--- config.mk ---
export PLATFORM = sky130hd
export DESIGN_NAME = mdcu_top
export DESIGN_NICKNAME = d
export VERILOG_FILES = /design/src/rtl/mdcu_pkg.sv /design/src/rtl/mdcu_chan_if.sv /design/src/rtl/mdcu_chan.sv /design/src/rtl/mdcu_top.sv
export SDC_FILE = /design/constraint.sdc
export NUM_CORES = 1
export LEC_CHECK = 0
export BUFFER_PORTS_ARGS = -buffer_cell sky130_fd_sc_hd__buf_4
export CAP_MARGIN = 20
export CORE_MARGIN = 5
export CORE_UTILIZATION = 50
export CTS_BUF_LIST = sky130_fd_sc_hd__clkbuf_4 sky130_fd_sc_hd__clkbuf_8
export DETAILED_ROUTE_END_ITERATION = 8
export PLACE_DENSITY = 0.72
export SLEW_MARGIN = 40
export SYNTH_ARGS = -nofsm -noshare
export SYNTH_HDL_FRONTEND = slang
export SYNTH_HIERARCHICAL = 1
export SYNTH_SLANG_ARGS = --single-unit
export TNS_END_PERCENT = 20
--- constraint.sdc ---
create_clock -name core_clk -period 4.3 [get_ports core_clk]
set_input_delay 0.86 -clock core_clk [delete_from_list [all_inputs] [get_ports core_clk]]
set_output_delay 0.86 -clock core_clk [all_outputs]
set_load 0.05 [all_outputs]
--- src/rtl/mdcu_pkg.sv ---
// Purpose: shared constants and types for the management command block
// Assumes: APB with 32-bit data, one aligned word per register
// Notes:   offsets are byte addresses
package mdcu_pkg;

    // ****************************************
    // register map
    // ****************************************
    localparam int          MDCU_AW         = 12;
    localparam logic [11:0] MDCU_RAW_OFF    = 12'h000;
    localparam logic [11:0] MDCU_MASKED_OFF = 12'h004;
    localparam logic [11:0] MDCU_ENSET_OFF  = 12'h008;
    localparam logic [11:0] MDCU_ENCLR_OFF  = 12'h00C;
    localparam logic [11:0] MDCU_CMD0_OFF   = 12'h010;
    localparam logic [11:0] MDCU_CMD1_OFF   = 12'h014;
    localparam logic [11:0] MDCU_CTRL_OFF   = 12'h018;

    // ****************************************
    // command word layout
    // ****************************************
    localparam int MDCU_NCH       = 2;
    localparam int MDCU_GO_BIT    = 31;
    localparam int MDCU_WR_BIT    = 30;
    localparam int MDCU_ACK_BIT   = 29;
    localparam int MDCU_RSV_HI    = 28;
    localparam int MDCU_RSV_LO    = 26;
    localparam int MDCU_REG_HI    = 25;
    localparam int MDCU_REG_LO    = 21;
    localparam int MDCU_PHY_HI    = 20;
    localparam int MDCU_PHY_LO    = 16;
    localparam int MDCU_DATA_HI   = 15;
    localparam int MDCU_IDX_W     = 5;
    localparam int MDCU_DATA_W    = 16;
    localparam int MDCU_CTRL_EN   = 0;

    // ****************************************
    // reset values
    // ****************************************
    localparam logic [31:0] MDCU_ZERO32   = 32'h0000_0000;
    localparam logic [1:0]  MDCU_EN_RST   = 2'h0;
    localparam logic [1:0]  MDCU_RAW_RST  = 2'h0;
    localparam logic [2:0]  MDCU_RSV_VAL  = 3'h0;

    typedef enum logic [0:0] {
        MDCU_IDLE = 1'b0,
        MDCU_BUSY = 1'b1
    } mdcu_state_t;

endpackage

--- src/rtl/mdcu_chan_if.sv ---
// Purpose: carrier between the register front end and one command channel
// Assumes: single core clock
// Notes:   one instance per channel
`timescale 1ns/100ps
interface mdcu_chan_if;
    logic        wr_en;
    logic [31:0] wdata;
    logic        sm_enable;
    logic        done;
    logic        rd_ack;
    logic [15:0] rd_data;
    logic [31:0] word;
    logic        busy;
    logic        done_evt;

    modport chan (input wr_en, wdata, sm_enable, done, rd_ack, rd_data,
                  output word, busy, done_evt);
    modport ctrl (output wr_en, wdata, sm_enable, done, rd_ack, rd_data,
                  input word, busy, done_evt);
endinterface

--- src/rtl/mdcu_chan.sv ---
// Purpose: one user command channel, holds the command word and launch bit
// Assumes: done is a one-cycle pulse only while busy
// Notes:   writes are dropped while a launch is pending
`timescale 1ns/100ps
module mdcu_chan
    import mdcu_pkg::*;
(
    input  wire logic core_clk,
    input  wire logic sys_rst,
    mdcu_chan_if.chan cif
);

    logic                   go;
    logic                   wsel;
    logic                   ack;
    logic [MDCU_IDX_W-1:0]  reg_idx;
    logic [MDCU_IDX_W-1:0]  phy_addr;
    logic [MDCU_DATA_W-1:0] data;
    logic                   next_go;
    logic                   next_wsel;
    logic                   next_ack;
    logic [MDCU_IDX_W-1:0]  next_reg_idx;
    logic [MDCU_IDX_W-1:0]  next_phy_addr;
    logic [MDCU_DATA_W-1:0] next_data;

    always_comb begin
        next_go       = go;
        next_wsel     = wsel;
        next_ack      = ack;
        next_reg_idx  = reg_idx;
        next_phy_addr = phy_addr;
        next_data     = data;
        if (go) begin
            if (cif.done) begin
                next_go = 1'b0;
                if (!wsel) begin
                    next_data = cif.rd_data;
                    next_ack  = cif.rd_ack;
                end
            end
        end else if (cif.wr_en) begin
            next_go       = cif.wdata[MDCU_GO_BIT] & cif.sm_enable;
            next_wsel     = cif.wdata[MDCU_WR_BIT];
            next_ack      = cif.wdata[MDCU_ACK_BIT];
            next_reg_idx  = cif.wdata[MDCU_REG_HI:MDCU_REG_LO];
            next_phy_addr = cif.wdata[MDCU_PHY_HI:MDCU_PHY_LO];
            next_data     = cif.wdata[MDCU_DATA_HI:0];
        end
    end

    always_ff @(posedge core_clk or posedge sys_rst) begin
        if (sys_rst) begin
            go       <= 1'b0;
            wsel     <= 1'b0;
            ack      <= 1'b0;
            reg_idx  <= '0;
            phy_addr <= '0;
            data     <= '0;
        end else begin
            go       <= next_go;
            wsel     <= next_wsel;
            ack      <= next_ack;
            reg_idx  <= next_reg_idx;
            phy_addr <= next_phy_addr;
            data     <= next_data;
        end
    end

    // reserved bits read as zero
    assign cif.word     = {go, wsel, ack, MDCU_RSV_VAL, reg_idx, phy_addr, data};
    assign cif.busy     = go;
    assign cif.done_evt = go & cif.done;
endmodule

--- src/rtl/mdcu_top.sv ---
// Purpose: user command channels and command-complete interrupt masking
// Assumes: frame engine outside answers eng_req with one eng_done pulse
// Notes:   APB slave, zero wait states, pslverr on unmapped addresses
//
// Functional notes
// - writing 1 to an enable-set bit enables that channel's completion interrupt
// - enable-set bit 0 serves channel 0, bit 1 serves channel 1
// - reading enable-set returns the current per-channel enables
// - writing 0 to enable-set or enable-clear bits changes nothing
// - writing 1 to an enable-clear bit disables that channel's interrupt
// - enable-clear bit 0 serves channel 0, bit 1 serves channel 1
// - each enable gates its own bit of the masked completion status
// - command word holds launch, write-select, ack, reserved, index, address, data
// - low sixteen bits carry data written to or read from the PHY
// - launch is write-one-to-set, others read/write, reserved read zero, reset zero
// - launch settable only when enabled, self-clears, blocks writes while set
// - write-select chooses write or read; ack set when PHY acknowledged read
// - completion sets raw event bit; write 1 clears, write 0 ignored
// - masked bit is raw and enable; writing 1 there clears the event
`timescale 1ns/100ps
module mdcu_top
    import mdcu_pkg::*;
(
    input  wire logic                  core_clk,
    input  wire logic                  sys_rst,
    input  wire logic                  psel,
    input  wire logic                  penable,
    input  wire logic                  pwrite,
    input  wire logic [MDCU_AW-1:0]    paddr,
    input  wire logic [31:0]           pwdata,
    output logic      [31:0]           prdata,
    output logic                       pready,
    output logic                       pslverr,
    output logic                       cmd_done_irq,
    output logic                       eng_req,
    output logic                       eng_write,
    output logic      [MDCU_IDX_W-1:0] eng_reg_idx,
    output logic      [MDCU_IDX_W-1:0] eng_phy_addr,
    output logic      [MDCU_DATA_W-1:0] eng_wdata,
    input  wire logic                  eng_done,
    input  wire logic                  eng_ack,
    input  wire logic [MDCU_DATA_W-1:0] eng_rdata
);

    // ****************************************
    // decode
    // ****************************************
    function automatic logic addr_known(input logic [MDCU_AW-1:0] a);
        addr_known = (a == MDCU_RAW_OFF) || (a == MDCU_MASKED_OFF) ||
                     (a == MDCU_ENSET_OFF) || (a == MDCU_ENCLR_OFF) ||
                     (a == MDCU_CMD0_OFF) || (a == MDCU_CMD1_OFF) ||
                     (a == MDCU_CTRL_OFF);
    endfunction

    logic                    wr_acc;
    logic                    rd_setup;
    logic [MDCU_NCH-1:0]     en;
    logic [MDCU_NCH-1:0]     raw;
    logic                    sm_en;
    logic [MDCU_NCH-1:0]     next_en;
    logic [MDCU_NCH-1:0]     next_raw;
    logic                    next_sm_en;
    logic [MDCU_NCH-1:0]     masked;
    logic [MDCU_NCH-1:0]     set_bits;
    logic [MDCU_NCH-1:0]     clr_bits;
    logic [MDCU_NCH-1:0]     evt_clr;
    logic [MDCU_NCH-1:0]     done_evt;
    logic [MDCU_NCH-1:0]     busy;
    logic [31:0]             word [MDCU_NCH];
    logic [31:0]             next_prdata;

    assign wr_acc   = psel & penable & pwrite;
    assign rd_setup = psel & ~penable & ~pwrite;
    assign pready   = 1'b1;
    assign pslverr  = psel & penable & ~addr_known(paddr);

    // ****************************************
    // interrupt enables and events
    // ****************************************
    assign set_bits = (wr_acc && paddr == MDCU_ENSET_OFF) ? pwdata[MDCU_NCH-1:0] : '0;
    assign clr_bits = (wr_acc && paddr == MDCU_ENCLR_OFF) ? pwdata[MDCU_NCH-1:0] : '0;
    assign evt_clr  = (wr_acc && (paddr == MDCU_RAW_OFF || paddr == MDCU_MASKED_OFF)) ?
                      pwdata[MDCU_NCH-1:0] : '0;
    assign masked   = raw & en;
    assign cmd_done_irq = |masked;

    always_comb begin
        next_en  = (en | set_bits) & ~clr_bits;
        next_raw = (raw & ~evt_clr) | done_evt;
        next_sm_en = sm_en;
        if (wr_acc && paddr == MDCU_CTRL_OFF) begin
            next_sm_en = pwdata[MDCU_CTRL_EN];
        end
    end

    always_ff @(posedge core_clk or posedge sys_rst) begin
        if (sys_rst) begin
            en    <= MDCU_EN_RST;
            raw   <= MDCU_RAW_RST;
            sm_en <= 1'b0;
        end else begin
            en    <= next_en;
            raw   <= next_raw;
            sm_en <= next_sm_en;
        end
    end

    // ****************************************
    // read data, captured in the setup cycle
    // ****************************************
    always_comb begin
        next_prdata = prdata;
        if (rd_setup) begin
            case (paddr)
                MDCU_RAW_OFF:    next_prdata = {30'h0000_0000, raw};
                MDCU_MASKED_OFF: next_prdata = {30'h0000_0000, masked};
                MDCU_ENSET_OFF:  next_prdata = {30'h0000_0000, en};
                MDCU_ENCLR_OFF:  next_prdata = {30'h0000_0000, en};
                MDCU_CMD0_OFF:   next_prdata = word[0];
                MDCU_CMD1_OFF:   next_prdata = word[1];
                MDCU_CTRL_OFF:   next_prdata = {31'h0000_0000, sm_en};
                default:         next_prdata = MDCU_ZERO32;
            endcase
        end
    end

    always_ff @(posedge core_clk or posedge sys_rst) begin
        if (sys_rst) begin
            prdata <= MDCU_ZERO32;
        end else begin
            prdata <= next_prdata;
        end
    end

    // ****************************************
    // channels
    // ****************************************
    mdcu_state_t       state;
    mdcu_state_t       next_state;
    logic [0:0]        cur;
    logic [0:0]        next_cur;

    genvar gi;
    generate
        for (gi = 0; gi < MDCU_NCH; gi++) begin : g_ch
            mdcu_chan_if cif ();
            assign cif.wr_en     = wr_acc &&
                                   paddr == (gi == 0 ? MDCU_CMD0_OFF : MDCU_CMD1_OFF);
            assign cif.wdata     = pwdata;
            assign cif.sm_enable = sm_en;
            assign cif.done      = (state == MDCU_BUSY) && eng_done && (cur == gi);
            assign cif.rd_ack    = eng_ack;
            assign cif.rd_data   = eng_rdata;
            assign word[gi]      = cif.word;
            assign busy[gi]      = cif.busy;
            assign done_evt[gi]  = cif.done_evt;
            mdcu_chan u_chan (
                .core_clk (core_clk),
                .sys_rst  (sys_rst),
                .cif      (cif)
            );
        end
    endgenerate

    // ****************************************
    // engine arbiter, channel 0 first
    // ****************************************
    logic                   next_eng_write;
    logic [MDCU_IDX_W-1:0]  next_eng_reg_idx;
    logic [MDCU_IDX_W-1:0]  next_eng_phy_addr;
    logic [MDCU_DATA_W-1:0] next_eng_wdata;

    always_comb begin
        next_state        = state;
        next_cur          = cur;
        next_eng_write    = eng_write;
        next_eng_reg_idx  = eng_reg_idx;
        next_eng_phy_addr = eng_phy_addr;
        next_eng_wdata    = eng_wdata;
        case (state)
            MDCU_IDLE: begin
                if (|busy) begin
                    next_cur          = busy[0] ? 1'b0 : 1'b1;
                    next_state        = MDCU_BUSY;
                    next_eng_write    = word[next_cur][MDCU_WR_BIT];
                    next_eng_reg_idx  = word[next_cur][MDCU_REG_HI:MDCU_REG_LO];
                    next_eng_phy_addr = word[next_cur][MDCU_PHY_HI:MDCU_PHY_LO];
                    next_eng_wdata    = word[next_cur][MDCU_DATA_HI:0];
                end
            end
            MDCU_BUSY: begin
                if (eng_done) begin
                    next_state = MDCU_IDLE;
                end
            end
            default: next_state = MDCU_IDLE;
        endcase
    end

    always_ff @(posedge core_clk or posedge sys_rst) begin
        if (sys_rst) begin
            state        <= MDCU_IDLE;
            cur          <= 1'b0;
            eng_write    <= 1'b0;
            eng_reg_idx  <= '0;
            eng_phy_addr <= '0;
            eng_wdata    <= '0;
        end else begin
            state        <= next_state;
            cur          <= next_cur;
            eng_write    <= next_eng_write;
            eng_reg_idx  <= next_eng_reg_idx;
            eng_phy_addr <= next_eng_phy_addr;
            eng_wdata    <= next_eng_wdata;
        end
    end

    assign eng_req = (state == MDCU_BUSY);
endmodule

==> metrics.csv, run 1 <==
stage,metric,value,unit
logic_synthesis,Synth Flop Type,dfrtp_1,
place,Port Buf Inserts,125,
worst_setup_path,worst path cell trace,"buf_4, nor4_4, nand3_2, a31oi_1, nor2_1, buf_4",
finish,fillers,1077,
clock_network,"Clk Latency, worst-skew pair",0.43,ns
floorplan,# rows,42,
floorplan,Die Ht,125,µm
worst_setup_path,RR Startpoint,g_ch[0].u_chan/cif.busy,
worst_hold_path,Hold Crit Depth,2,
worst_setup_path,R2R cell count,3,
route,initial DRC count,283,
sta,Hold Fails Final Rpt,0,
sta,Hold Slack,0.479,ns
sta,Final min period,2.89,ns
floorplan,die width,125,µm
worst_hold_path,Hold Path Origin,eng_wdata[1],
logic_synthesis,number of flops mapped to enable cells by yosys,0,
finish,"commonest non-fill, non-tap cell in the layout",buf_4,
power_and_ir_drop,Power Total,0.00389,W
job,max cap viols,0,
floorplan,CORE AREA,13100,µm²
sta,RSZ-0062 raised after global routing,false,
route,drt first pass iters,7,
power_and_ir_drop,Power Dens Cells,483,nW/µm²
logic_synthesis,"Avg Cell Area, Syn",11.3,µm²
global_routing,largest net degree at the start of global routing,65,
worst_setup_path,Worst path slowest cell,nor4_4,
worst_setup_path,worst r2r dst,g_ch[0].u_chan/data[13],
clock_network,CTS buffer count,17,
worst_setup_path,crit end category,output port,
clock_network,H-Tree Depth,4,
clock_network,CTS clock-pin slew for the worst setup and hold paths,0.07,ns
clock_network,Bufs on Longest Clock Path,2,
floorplan,Ports,130,
floorplan,initial core utilization,50.6,%
finish,"commonest cells after routing, fill and taps aside","buf_4 (136), dfrtp_1 (123), nand2_1 (64), mux2i_1 (59), inv_1 (38)",
clock_network,hold_buf cts,0,
worst_setup_path,crit-path most repeated cell,buf_4,
global_routing,vias in the first global route,5390,
sta,Relative slew margins,44.8,%
clock_network,post-CTS sizing,0,
place,Setup WS pre-CTS,1.20,ns
logic_synthesis,yosys warns,6,
outcome,status,"complete, no violations",
sta,period utilization,67.1,%
clock_network,CTS sink count,124,
global_routing,global-route wire length before repair,28700,µm
worst_setup_path,"Arr. time, crit path",2.03,ns
clock_network,root buffer cell,clkbuf_8,
logic_synthesis,Seq cells post-synth,124,
sta,Achievable Freq,347,MHz
place,dpl cell area,7590,µm²
logic_synthesis,"Seq/Total Area, Yosys",46.7,%
global_routing,All-Layer GR Usage,22.9,%
finish,area grow syn2layout,21.1,%
global_routing,initial antenna violation count,0,
place,Final HPWL DP,11600,µm
floorplan,area of the die,15700,µm²
clock_network,post-CTS setup buffers,0,
power_and_ir_drop,VDD IR-drop max,0.332,mV
logic_synthesis,synthesized netlist cell count,587,
worst_setup_path,Critical path buffers and inverters,2,
worst_setup_path,crit path launch type,input port,
sta,Final setup viols,0,
power_and_ir_drop,Pleak,3.87,nW
finish,ANT cells,0,
worst_setup_path,"delay-heaviest family, CP",simple AND/OR/NAND/NOR gates,
worst_hold_path,Hold Crit Class,flop to flop,
route,WL final,17800,µm
worst_hold_path,worst hold endpoint,eng_wdata[1],
sta,Slew @ Worst Pin,0.828,ns
global_routing,grt ovf,0,
sta,Clock Skews,0.0124,ns
worst_setup_path,crit path max fanout,8,
worst_setup_path,CP required,3.44,ns
sta,setup ws final,1.41,ns
finish,share of layout cells above drive strength 1,32.6,%
finish,nets@finish,754,
route,DRC,0,
place,placer congestion estimate,0.816,
worst_setup_path,critical path class,input port to output port,
sta,Fin Setup TNS,0,ns
logic_synthesis,synthesized area,6640,µm²
finish,final instance area,8050,µm²
logic_synthesis,Synth async-reset ratio,100,%
route,mean routed wirelength per cell,20.4,µm
clock_network,CTS tree,yes,
route,drt via density,5.83,
sta,count of pins over their slew limit,0,
route,Via Count,5105,
worst_setup_path,critical path's largest stage delay,0.34,ns
route,Routed Antenna Nets,0,
worst_setup_path,Worst R2R Setup Slack,1.95,ns
logic_synthesis,Yosys cell types,48,
## registers in the layout, summed over array words and instances (netlist names)
signal                cells
raw                       2
prdata                   32
en                        2
g_ch.u_chan/phy_addr     10
eng_phy_addr              5
eng_reg_idx               5
eng_req                   1
g_ch.u_chan/ack           2
g_ch.u_chan/data         32
g_ch.u_chan/reg_idx      10
g_ch.u_chan/cif.busy      2
g_ch.u_chan/wsel          2
cur                       1
g_ch.cif.sm_enable        1
eng_write                 1
eng_wdata                16
## worst max-delay path by stage
stage,endpoint,from,slack (ns),cells past startpoint
6_report,pslverr,paddr[7],1.41,6
4_1_cts,pslverr,paddr[7],1.42,6
3_3_place_gp,g_ch[1].u_chan/phy_addr[2],paddr[2],0.93,6
2_1_floorplan,pslverr,paddr[2],1.42,4
3_5_place_dp,g_ch[1].u_chan/reg_idx[2],paddr[2],1.20,6
5_1_grt,pslverr,paddr[7],1.31,6
## through the flow
stage,cells,util (%)
after floorplan,591,-
after global placement,842,57.4
after detailed placement,844,57.8
after CTS,876,61.3
after global routing,876,61.3
final,876,61.3
## final cells by class
| class | instances | area [µm²] | share of cell area, % |
|---|---|---|---|
| timing repair buffer | 138 | 1060 | 13.2 |
| inverter | 40 | 150 | 1.87 |
| clock inverter | 14 | 219 | 2.72 |
| sequential | 124 | 3100 | 38.6 |
| tap | 176 | 220 | 2.74 |
| clock buffer | 18 | 241 | 3.00 |
| multi-input combinational | 366 | 3050 | 37.9 |
## cell usage after synthesis, drive strengths merged, types with 2 or more instances
library cell / number / area share [%]
nor4: 2 / 0.41
o22ai: 2 / 0.19
nor4bb: 6 / 0.90
and2: 2 / 0.19
inv: 40 / 2.3
nand3b: 2 / 0.60
buf: 48 / 5.2
nand4: 2 / 0.19
nand2: 64 / 3.6
nand2b: 5 / 0.58
dfrtp: 124 / 47
and4bb: 28 / 5.3
conb: 3 / 0.17
o31ai: 31 / 4.3
a21oi: 2 / 0.15
a311oi: 35 / 6.5
nor2: 12 / 0.68
nor3b: 34 / 4.0
nand3: 2 / 0.23
nor3: 5 / 0.45
clkbuf: 13 / 0.73
mux2: 25 / 4.2
mux2i: 59 / 8.9
o21ai: 30 / 2.3
## power by group
part	internal (W)	total [W]	switching, W	leakage, nW
Combinational	0.000421	0.00110	0.000681	2.08
Clock	0.000700	0.00119	0.000489	0.227
Sequential	0.00141	0.00160	0.000189	1.57
## per-layer routing
| layer | vias up | GRT usage [%] | part of all wire, % |
|---|---|---|---|
| met5 | - | 0 | 0 |
| met4 | 0 | 7.27 | 1.9 |
| met1 | 2568 | 28.3 | 42 |
| met2 | 193 | 39.9 | 51 |
| met3 | 27 | 5.12 | 5.1 |
| li1 | 2317 | - | - |
## logic make-up (layout without fill, tap and decap cells)
logic type | count (synthesis) | in the layout | share of synthesized area [%]
muxes | 84 | 84 | 13.1
buffers and inverters | 101 | 210 | 8.17
AOI/OAI and AO/OA | 106 | 106 | 14.1
and+or+nand+nor | 169 | 169 | 17.7
other | 3 | 7 | 0.169
DFF | 124 | 124 | 46.7
## worst min-delay path: stages, from the launching register on
cell	delay, ns
dfrtp_1	0.34
nand2_1	0.05
o21ai_0	0.06
(Power assumes the default switching activity.)
==> run 2, diff against run 1 <==
Clock period 4.3 ns to 2.9 ns, I/O delays scaled along.
==> metrics.csv, run 2 (synthesis gave the netlist of run 1 again) <==
stage,metric,value,unit
clock_network,post-CTS setup buffers,0,
outcome,status,"complete, no violations",
worst_setup_path,CP required,2.32,ns
finish,ANT cells,0,
route,Routed Antenna Nets,0,
sta,period utilization,80.3,%
worst_setup_path,worst path cell trace,"buf_4, nor4_4, nand3_2, buf_4, a31oi_1, nor2_1, buf_4",
clock_network,CTS clock-pin slew for the worst setup and hold paths,0.08,ns
finish,FF/Latch Area,3100,µm²
finish,Post-Layout Cell Count,884,
finish,"commonest cells after routing, fill and taps aside","buf_4 (144), dfrtp_1 (123), nand2_1 (64), mux2i_1 (59), inv_1 (39)",
power_and_ir_drop,combinational share of power,29.3,%
job,max cap viols,0,
power_and_ir_drop,switching pwr,0.00200,W
finish,"commonest non-fill, non-tap cell in the layout",buf_4,
clock_network,"Clk Latency, worst-skew pair",0.46,ns
route,mean routed wirelength per cell,20.0,µm
sta,Hold Fails Final Rpt,0,
power_and_ir_drop,VDD IR-drop max,0.451,mV
power_and_ir_drop,clock power share,28.3,%
sta,Slew @ Worst Pin,0.769,ns
worst_setup_path,crit path launch type,input port,
worst_setup_path,Worst R2R Setup Slack,0.93,ns
sta,Relative slew margins,48.7,%
floorplan,# rows,42,
global_routing,largest net degree at the start of global routing,42,
place,Port Buf Inserts,125,
power_and_ir_drop,Reg power frac,42.4,%
place,Final HPWL DP,11900,µm
power_and_ir_drop,Pleak,3.88,nW
sta,Final min period,2.33,ns
worst_setup_path,crit-path most repeated cell,buf_4,
clock_network,hold_buf cts,0,
route,Via Count,5079,
place,placer congestion estimate,0.790,
sta,count of pins over their slew limit,0,
global_routing,All-Layer GR Usage,23.0,%
floorplan,CORE AREA,13100,µm²
finish,area of the multi-input gates,3040,µm²
sta,Fin Setup TNS,0,ns
place,Inst Count DP,852,
sta,Hold Slack,0.216,ns
clock_network,H-Tree Depth,4,
place,Setup WS pre-CTS,0.463,ns
sta,Clock Skews,0.0107,ns
clock_network,root buffer cell,clkbuf_8,
worst_setup_path,critical path class,input port to output port,
route,DRC,0,
floorplan,die width,125,µm
floorplan,initial core utilization,50.6,%
global_routing,global-route wire length before repair,28700,µm
power_and_ir_drop,sw frac,36.0,%
route,drt first pass iters,7,
finish,biggest regs,"g_ch.u_chan/data (32), prdata (32), eng_wdata (16)",
clock_network,CTS buffer count,17,
worst_setup_path,crit end category,output port,
finish,fillers,1114,
floorplan,Ports,130,
route,drt via density,5.75,
finish,area grow syn2layout,21.1,%
global_routing,initial antenna violation count,0,
worst_setup_path,"Arr. time, crit path",1.75,ns
floorplan,Die Ht,125,µm
worst_setup_path,crit path max fanout,7,
sta,setup ws final,0.571,ns
sta,RSZ-0062 raised after global routing,false,
worst_setup_path,Worst path slowest cell,nor4_4,
worst_hold_path,Hold Crit Class,input port to asynchronous set/reset pin,
finish,nets@finish,762,
finish,share of layout cells above drive strength 1,33.2,%
sta,Achievable Freq,429,MHz
route,initial DRC count,335,
global_routing,grt ovf,0,
route,WL final,17700,µm
sta,Final setup viols,0,
clock_network,CTS sink count,124,
clock_network,Bufs on Longest Clock Path,2,
clock_network,CTS tree,yes,
power_and_ir_drop,Power Internal,0.00356,W
floorplan,area of the die,15700,µm²
clock_network,post-CTS sizing,0,
power_and_ir_drop,Power Dens Cells,690,nW/µm²
worst_setup_path,critical path's largest stage delay,0.34,ns
global_routing,vias in the first global route,5401,
[run 2: final cells by class]
| cell class | instances | area share (%) |
|---|---|---|
| clock inverters | 15 | 2.18 |
| inverters | 40 | 1.88 |
| repair buffers | 146 | 13.9 |
| clock buffers | 17 | 2.91 |
| flip-flops and latches | 124 | 38.6 |
| well taps | 176 | 2.74 |
| multi-input cells | 366 | 37.8 |
[run 2: critical path, delay by kind of cell]
| family | cells | cell delay [ns] |
|---|---|---|
| and+or+nand+nor | 3 | 0.54 |
| buffers and inverters | 3 | 0.48 |
| AOI/OAI and AO/OA | 1 | 0.14 |
[run 2: path summary, 6_finish.rpt]
kind / start / end / cells after the start
worst max-delay path: paddr[7] / pslverr / 7
worst min-delay path: sys_rst / eng_phy_addr[1] / 2
worst max register to register: g_ch[1].u_chan/cif.busy / g_ch[1].u_chan/data[12] / 3
worst min register to register: eng_wdata[3] / eng_wdata[3] / 2
max in group asynchronous: sys_rst / prdata[20] / 3
min in group core_clk: pwdata[30] / g_ch[1].u_chan/wsel / 2
[run 2: power groups by stage]
stage | Clock, W | Sequential, W | Combinational (W)
3_3_place_gp | 0 | 0.00237 | 0.00160
3_5_place_dp | 0 | 0.00238 | 0.00163
4_1_cts | 0.00161 | 0.00235 | 0.00164
2_1_floorplan | 0 | 0.00275 | 0.000757
6_report | 0.00157 | 0.00235 | 0.00163
5_1_grt | 0.00168 | 0.00240 | 0.00175
[run 2: through the flow]
step	total power [W]	cell area, µm²	util [%]
after floorplan	0.00350	6660	-
after global placement	0.00397	7640	58.1
after detailed placement	0.00402	7640	58.1
after CTS	0.00560	8050	61.2
after global routing	0.00583	8050	61.2
final	0.00555	8050	61.2
[run 2: per-layer routing]
layer  global-route usage [%]  share of wire [%]
met5                        0                  0
met4                     8.16                2.0
met3                     5.50                5.3
met2                     38.9                 51
met1                     29.0                 42
